--- config.mk ---
export PLATFORM = sky130hd
export DESIGN_NAME = aptc_pair_trigger_control
export DESIGN_NICKNAME = d
export VERILOG_FILES = /design/src/aptc_pkg.sv /design/src/aptc_pair_trigger_control.sv
export SDC_FILE = /design/constraint.sdc
export NUM_CORES = 1
export LEC_CHECK = 0
export ABC_AREA = 1
export BUFFER_PORTS_ARGS = -buffer_cell sky130_fd_sc_hd__buf_2
export CAP_MARGIN = 30
export CORE_MARGIN = 3
export CORE_UTILIZATION = 60
export DETAILED_ROUTE_END_ITERATION = 16
export MAX_ROUTING_LAYER = met4
export PLACE_DENSITY = 0.86
export SLEW_MARGIN = 20
export SYNTH_ARGS = -nofsm -noshare
export SYNTH_HDL_FRONTEND = slang
export SYNTH_SLANG_ARGS = --single-unit
--- constraint.sdc ---
create_clock -name core_clk -period 3.7 [get_ports core_clk]
set_input_delay 0.555 -clock core_clk [delete_from_list [all_inputs] [get_ports core_clk]]
set_output_delay 0.555 -clock core_clk [all_outputs]
set_load 0.02 [all_outputs]
--- src/aptc_pkg.sv ---
// shared constants and types for the conversion pair trigger controller
package aptc_pkg;

    // sizes
    localparam int NUM_PAIRS = 4;
    localparam int REG_W = 16;
    localparam int ADDR_W = 4;
    localparam int SEL_W = 5;
    localparam int HALF_W = 8;
    localparam int NUM_SRC = 32;
    localparam int PAIR_W = 2;

    // register addresses on the plain register port
    localparam logic [ADDR_W-1:0] ADDR_CTRL_LO = 4'h0;
    localparam logic [ADDR_W-1:0] ADDR_CTRL_HI = 4'h1;
    localparam logic [REG_W-1:0] CTRL_RESET = 16'h0000;

    // field positions inside one half of a register; the upper pair sits HALF_W higher
    localparam int IRQ_EN_POS = 7;
    localparam int PEND_POS = 6;
    localparam int SOFT_POS = 5;
    localparam int SEL_LSB = 0;

    // trigger source selector codes
    localparam logic [SEL_W-1:0] SRC_NONE = 5'h00;
    localparam logic [SEL_W-1:0] SRC_SOFT_ONE = 5'h01;
    localparam logic [SEL_W-1:0] SRC_SOFT_ALL = 5'h02;
    localparam logic [SEL_W-1:0] SRC_PWM_SPECIAL = 5'h03;
    localparam logic [SEL_W-1:0] SRC_PWM_PRI_BASE = 5'h04;
    localparam logic [SEL_W-1:0] SRC_TMR1 = 5'h0c;
    localparam logic [SEL_W-1:0] SRC_PWM_SPECIAL2 = 5'h0d;
    localparam logic [SEL_W-1:0] SRC_PWM_SEC_BASE = 5'h0e;
    localparam logic [SEL_W-1:0] SRC_PWM_LIM_BASE = 5'h17;
    localparam logic [SEL_W-1:0] SRC_TMR2 = 5'h1f;
    localparam int PWM_PRI_N = 8;
    localparam int PWM_SEC_N = 9;
    localparam int PWM_LIM_N = 8;

    // single-cycle trigger pulses from the pwm and timer logic and the global software trigger
    typedef struct packed {
        logic tmr2_period;
        logic [PWM_LIM_N-1:0] pwm_limit;
        logic [PWM_SEC_N-1:0] pwm_secondary;
        logic pwm_special2;
        logic tmr1_period;
        logic [PWM_PRI_N-1:0] pwm_primary;
        logic pwm_special;
        logic soft_all;
    } aptc_trig_t;

    // software-owned fields of one pair
    typedef struct packed {
        logic irq_enable;
        logic soft_trigger;
        logic [SEL_W-1:0] source_select;
    } aptc_pair_ctrl_t;

    // conversion request or completion naming a pair
    typedef struct packed {
        logic valid;
        logic [PAIR_W-1:0] pair;
    } aptc_conv_t;

    typedef enum logic {ARB_IDLE, ARB_OFFER} aptc_arb_state_t;

endpackage

--- src/aptc_pair_trigger_control.sv ---
// trigger, pending and interrupt control for conversion pairs 4/5, 6/7, 8/9 and 10/11
// Summary of operation
// - enable bit 15 of first register gates interrupt when pair 7/6 completes.
// - enable bit 7 of first register gates interrupt for pair 5/4.
// - enable bit 7 of second register gates interrupt for pair 9/8.
// - pending bit 14 sets on pair 7/6 trigger, clears on its completion.
// - pending bit 6 of second register follows trigger and completion of pair 9/8.
// - software trigger bit starts conversion only with individual software source selected.
// - hardware clears software trigger bit when it sets the pending flag with selector one selected.
// - bits 12 to 8 select the upper pair trigger source.
// - bits 4 to 0 select the lower pair trigger source.
// - upper selector of second register serves pair 11/10.
// - selector zero disables conversion; no trigger starts the pair.
// - selector one picks the pair's own software trigger bit.
// - selector two picks the shared global software trigger.
// - selector three picks pwm special event, thirteen the secondary special event.
// - selectors four to eleven pick pwm generator 1 to 8 primary triggers.
// - selector twelve picks timer1 period match.
// - selectors fourteen to twenty-two pick pwm generator 1 to 9 secondary triggers.
// - selectors twenty-three to thirty pick pwm 1 to 8 current-limit triggers.
// - selector thirty-one picks timer2 period match.
// - pending requests wait until the converter accepts them.
//
// Decided for this implementation: the register offsets and the plain strobed port.
`timescale 1ns/1ps
`default_nettype none

module aptc_pair_trigger_control
(
    // clock and reset
    input wire logic core_clk,
    input wire logic rst_n,
    // register port
    input wire logic [aptc_pkg::ADDR_W-1:0] reg_addr,
    input wire logic [aptc_pkg::REG_W-1:0] reg_wdata,
    input wire logic reg_wr,
    input wire logic reg_rd,
    output logic [aptc_pkg::REG_W-1:0] reg_rdata,
    // trigger pulses
    input wire aptc_pkg::aptc_trig_t trig_in,
    // converter request handshake
    output aptc_pkg::aptc_conv_t conv_req,
    input wire logic conv_ready,
    // converter completion
    input wire aptc_pkg::aptc_conv_t conv_done,
    // per-pair interrupt requests
    output logic [aptc_pkg::NUM_PAIRS-1:0] pair_irq
);

    // register state
    aptc_pkg::aptc_pair_ctrl_t ctrl [aptc_pkg::NUM_PAIRS];
    logic [aptc_pkg::NUM_PAIRS-1:0] pending;
    logic [aptc_pkg::NUM_PAIRS-1:0] issued;
    logic [aptc_pkg::REG_W-1:0] next_rdata;

    // per-pair decoded events
    logic [aptc_pkg::NUM_PAIRS-1:0] trig_hit;
    logic [aptc_pkg::NUM_PAIRS-1:0] done_hit;
    logic [aptc_pkg::NUM_PAIRS-1:0] new_event;
    logic [aptc_pkg::NUM_PAIRS-1:0] grant;
    logic [aptc_pkg::NUM_PAIRS-1:0] waiting;
    logic [aptc_pkg::NUM_PAIRS-1:0] next_pending;
    logic [aptc_pkg::NUM_PAIRS-1:0] next_issued;
    logic [aptc_pkg::NUM_PAIRS-1:0] next_irq;
    logic [aptc_pkg::HALF_W-1:0] pair_view [aptc_pkg::NUM_PAIRS];

    // arbiter
    aptc_pkg::aptc_arb_state_t arb_state;
    aptc_pkg::aptc_arb_state_t next_arb_state;
    logic [aptc_pkg::PAIR_W-1:0] offer_pair;
    logic [aptc_pkg::PAIR_W-1:0] next_offer_pair;
    logic [aptc_pkg::PAIR_W-1:0] pick_pair;
    logic any_waiting;
    logic accept;

    // address decode
    wire wr_lo = reg_wr && (reg_addr == aptc_pkg::ADDR_CTRL_LO);
    wire wr_hi = reg_wr && (reg_addr == aptc_pkg::ADDR_CTRL_HI);
    wire rd_lo = reg_rd && (reg_addr == aptc_pkg::ADDR_CTRL_LO);
    wire rd_hi = reg_rd && (reg_addr == aptc_pkg::ADDR_CTRL_HI);

    // source vector shared by all pairs; codes 0 and 1 stay low here
    logic [aptc_pkg::NUM_SRC-1:0] common_src;

    always_comb
    begin
        common_src = '0;
        common_src[aptc_pkg::SRC_SOFT_ALL] = trig_in.soft_all;
        common_src[aptc_pkg::SRC_PWM_SPECIAL] = trig_in.pwm_special;
        common_src[aptc_pkg::SRC_PWM_PRI_BASE +: aptc_pkg::PWM_PRI_N] =
            trig_in.pwm_primary;
        common_src[aptc_pkg::SRC_TMR1] = trig_in.tmr1_period;
        common_src[aptc_pkg::SRC_PWM_SPECIAL2] = trig_in.pwm_special2;
        common_src[aptc_pkg::SRC_PWM_SEC_BASE +: aptc_pkg::PWM_SEC_N] =
            trig_in.pwm_secondary;
        common_src[aptc_pkg::SRC_PWM_LIM_BASE +: aptc_pkg::PWM_LIM_N] =
            trig_in.pwm_limit;
        common_src[aptc_pkg::SRC_TMR2] = trig_in.tmr2_period;
    end

    genvar p;
    generate
        for (p = 0; p < aptc_pkg::NUM_PAIRS; p++)
        begin : g_pair
            // lower pair of each register in the low half, upper pair in the high half
            localparam int OFS = (p % 2) * aptc_pkg::HALF_W;
            localparam logic [aptc_pkg::PAIR_W-1:0] IDX = aptc_pkg::PAIR_W'(p);

            wire pair_wr = (p < 2) ? wr_lo : wr_hi;
            wire [aptc_pkg::HALF_W-1:0] wr_half = reg_wdata[OFS +: aptc_pkg::HALF_W];
            logic [aptc_pkg::NUM_SRC-1:0] pair_src;

            always_comb
            begin
                pair_src = common_src;
                pair_src[aptc_pkg::SRC_SOFT_ONE] = ctrl[p].soft_trigger;
            end

            // only the named source reaches the pair
            assign trig_hit[p] = pair_src[ctrl[p].source_select];
            assign done_hit[p] = conv_done.valid && (conv_done.pair == IDX);
            // a trigger meeting its own completion starts a fresh request
            assign new_event[p] = trig_hit[p] && (!pending[p] || done_hit[p]);
            assign next_pending[p] = new_event[p] | (pending[p] & ~done_hit[p]);
            assign next_issued[p] = !new_event[p] && !done_hit[p] && (issued[p] | grant[p]);
            assign waiting[p] = pending[p] & ~issued[p];
            assign next_irq[p] = done_hit[p] && pending[p] && ctrl[p].irq_enable;
            assign grant[p] = accept && (offer_pair == IDX);

            assign pair_view[p] = {ctrl[p].irq_enable, pending[p], ctrl[p].soft_trigger,
                ctrl[p].source_select};

            always_ff @(posedge core_clk or negedge rst_n)
            begin
                if (!rst_n)
                begin
                    ctrl[p] <= '0;
                end
                else if (pair_wr)
                begin
                    ctrl[p].irq_enable <= wr_half[aptc_pkg::IRQ_EN_POS];
                    ctrl[p].soft_trigger <= wr_half[aptc_pkg::SOFT_POS];
                    ctrl[p].source_select <=
                        wr_half[aptc_pkg::SEL_LSB +: aptc_pkg::SEL_W];
                end
                // cleared only by the edge that sets pending, so an absorbed start stays armed
                else if (new_event[p] && ctrl[p].source_select == aptc_pkg::SRC_SOFT_ONE)
                begin
                    ctrl[p].soft_trigger <= 1'b0;
                end
            end
        end
    endgenerate

    // lowest waiting pair wins the converter
    always_comb
    begin
        pick_pair = '0;
        for (int i = aptc_pkg::NUM_PAIRS - 1; i >= 0; i--)
        begin
            if (waiting[i])
            begin
                pick_pair = i[aptc_pkg::PAIR_W-1:0];
            end
        end
    end

    assign any_waiting = |waiting;
    assign accept = (arb_state == aptc_pkg::ARB_OFFER) && conv_ready;

    always_comb
    begin
        next_arb_state = arb_state;
        next_offer_pair = offer_pair;
        case (arb_state)
            aptc_pkg::ARB_IDLE:
            begin
                if (any_waiting)
                begin
                    next_arb_state = aptc_pkg::ARB_OFFER;
                    next_offer_pair = pick_pair;
                end
            end
            aptc_pkg::ARB_OFFER:
            begin
                if (conv_ready)
                begin
                    next_arb_state = aptc_pkg::ARB_IDLE;
                end
            end
            default:
            begin
                next_arb_state = aptc_pkg::ARB_IDLE;
            end
        endcase
    end

    assign conv_req.valid = (arb_state == aptc_pkg::ARB_OFFER);
    assign conv_req.pair = offer_pair;

    // read mux; unmapped addresses read zero
    always_comb
    begin
        next_rdata = '0;
        if (rd_lo)
        begin
            next_rdata = {pair_view[1], pair_view[0]};
        end
        else if (rd_hi)
        begin
            next_rdata = {pair_view[3], pair_view[2]};
        end
    end

    always_ff @(posedge core_clk or negedge rst_n)
    begin
        if (!rst_n)
        begin
            pending <= '0;
            issued <= '0;
            pair_irq <= '0;
        end
        else
        begin
            pending <= next_pending;
            issued <= next_issued;
            pair_irq <= next_irq;
        end
    end

    always_ff @(posedge core_clk or negedge rst_n)
    begin
        if (!rst_n)
        begin
            arb_state <= aptc_pkg::ARB_IDLE;
            offer_pair <= '0;
            reg_rdata <= aptc_pkg::CTRL_RESET;
        end
        else
        begin
            arb_state <= next_arb_state;
            offer_pair <= next_offer_pair;
            reg_rdata <= next_rdata;
        end
    end

endmodule

`default_nettype wire

==> qor.yml <==
status:
  status: "finished clean"
logic_synthesis:
  synthArstFlopShare: 1.00
  ys_ff_latch: 59
  synth_common_cells: "nand2_1 (165), nand3_1 (99), inv_1 (87), dfrtp_1 (59), o21ai_0 (31)"
  netlist_top_cells_area: "dfrtp_1 (38%), nand2_1 (16%), nand3_1 (13%)"
  avgSynthCellArea_um2: 6.95
  synth_edf_count: 0
  synth_flop_cell: "dfrtp_1"
  ys_seq_area_frac: 0.382
  synth_nets: 614
  syn_area_um2: 3870
  ys_warn_count: 0
  synth_cell_type_count: 28
  syn_inst: 556
  yosysTopAreaCell: "dfrtp_1"
  yosysMostFrequentCell: "nand2_1"
  yosysTopAreaCellShare: 0.382
global_routing:
  grt_max_degree: 38
  grt_antenna_before_repair: 0
  grt.overflow.total: 0
  grt_pass1_vias: 3839
  grt_pass1_wl_um: 18000
  grt_use_total: 0.314
floorplanning:
  start_util: 0.634
  rows: 28
  boundaryPins: 81
  dieArea_um2: 7440
  die_y_um: 86.3
  die_width_um: 86.3
  core_area_um2: 6100
final_layout:
  fin_util: 0.712
  final_nets: 681
  filler_cell_count: 542
  multi_input_area_um2: 1820
  diodes: 0
  syn_to_final_growth_pct: 12.3
  regArea_um2: 1480
  final_area_um2: 4340
  layout.cells.non_filler: 702
  layout-drive-gt1-share: 0.196
sta:
  finalSetupTns_ns: 0
  max_slew_margin: 0.364
  setup_viol: 0
  fmax_ghz: 0.500
  max_slew.worst_pin.slew_ns: 0.955
  maxSlewViolCount: 0
  clock_skew_ns: 0.0127
  period_share: 0.540
  finalHoldViolCount: 0
  min_period_ns: 2.00
  rsz0062_at_grt: "no"
critical_path:
  critPathLaunchType: "register"
  endpoint_kind: "register"
  cp_max_fo: 26
  r2r_cells: 11
  critPathArrivalTime_ns: 2.23
  critPathKind: "reg -> reg"
  critical_path_required_ns: 3.93
min_path:
  hp-class: "in -> async"
cts:
  cts_setup_buffers: 0
  post_cts_resized: 0
  clockBufferDepth: 2
  cts_hold_buffers: 0
  clkTransAtPathRegs_ns: 0.07
  root_buffer: "clkbuf_8"
  cts_tree: "done"
  numCtsBuffers: 9
  clk_latency_ns: 0.34
  h-tree-depth: 3
  clock-sinks: 59
placed_design:
  placed_cells: 687
  place.gp.congestion: 0.970
  portBuffers: 78
  dpl-instance-area_um2: 4160
  hpwl_um: 8080
drt:
  wl_per_cell_um: 15.5
  drtIter0Drc: 338
  firstDrtPassIters: 7
  num_vias: 3982
  drt-total-wl_um: 10900
  drt.antenna.violating_nets: 0
  viasPerCell: 5.67
  drc: 0
power:
  p_switching_uw: 953
  seqPwrFrac: 0.422
  combinationalPowerShare: 0.347
  power.density_nw_per_um2: 527
  ir_drop_v: 0.000355
  power_leakage_uw: 0.00242
  swShare: 0.417
  pwr-share-clk: 0.230
  internal-power_uw: 1330
job:
  cap_violations: 0
final cells by class:
| type | count | area share |
|---|---|---|
| Sequential cell | 59 | 0.340 |
| Timing Repair Buffer | 79 | 0.0916 |
| Multi-Input combinational cell | 379 | 0.420 |
| Inverter | 95 | 0.0856 |
| Clock inverter | 4 | 0.00605 |
| Tap cell | 75 | 0.0216 |
| Clock buffer | 11 | 0.0349 |
cells by family (layout without fill, tap and decap cells):
family / count (synthesis) / count (layout) / share of synthesized area
buf+inv: 118 / 189 / 0.146
compound gates: 80 / 80 / 0.130
flops: 59 / 59 / 0.382
simple gates: 299 / 299 / 0.342
metal layers:
metal,vias up,global-route usage,share of wire
met2,191,0.504,0.48
met1,1845,0.410,0.43
met3,23,0.0466,0.075
met5,-,-,0
met4,0,0.109,0.019
li1,1923,-,-
critical path: stages (launching register included):
cell     delay [ns]
dfrtp_1        0.94
inv_4          0.15
nand2_1        0.11
nand3_1        0.08
nand2_1        0.11
nand2_1        0.06
nand2_1        0.05
nor2_1         0.03
nand2_1        0.12
nand4_1        0.10
nand2_1        0.07
nand2_1        0.05
registers in the layout, summed over array words and instances, names as in the netlist:
register / flops
issued: 4
offer_pair: 2
pair_irq: 4
reg_rdata: 16
pending: 4
arb_state: 1
ctrl: 28
per-stage QoR:
stage               power (uW)  worst slack (ns)  hold slack, ns
finish                    2290              1.70           0.304
global route              2450              1.50           0.356
CTS                       2270              1.72           0.316
detailed placement        1750              1.75           0.474
global placement          1720              1.81           0.472
floorplan                 1570              2.33           0.259
power groups by stage:
stage	combinational, uW	sequential [uW]	clock (uW)
5_1_grt	901	985	561
2_1_floorplan	701	870	0
4_1_cts	786	958	528
6_report	794	966	527
3_3_place_gp	755	963	0
3_5_place_dp	780	970	0
layout by cell type (no fill, tap or decap), types with 2 or more instances in the layout:
master and count:
o211ai_1 7, nor2_1 14, nor2_2 2, inv_2 4, inv_1 87, dfrtp_1 59
a21oi_1 7, o21ai_1 6, nand4_1 4, o22ai_1 16, clkinv_2 2, nand2_1 165
nand3_1 99, inv_4 2, clkbuf_8 11, inv_6 2, o21ai_0 31, buf_2 78
nand3_2 7, a21oi_2 6, nor4_1 2, o211ai_2 5, nor3_1 4
final timing paths:
kind	start	endpoint	slack, ns
setup / recovery	ctrl[14]	ctrl[19]	1.70
hold reg to reg	ctrl[6]	ctrl[6]	0.49
max in group asynchronous	rst_n	ctrl[20]	2.57
setup reg to reg	ctrl[14]	ctrl[19]	1.70
min in group core_clk	reg_wdata[5]	ctrl[12]	0.43
hold / removal	rst_n	reg_rdata[7]	0.30
Note: power is estimated with default switching activity, not from simulation.
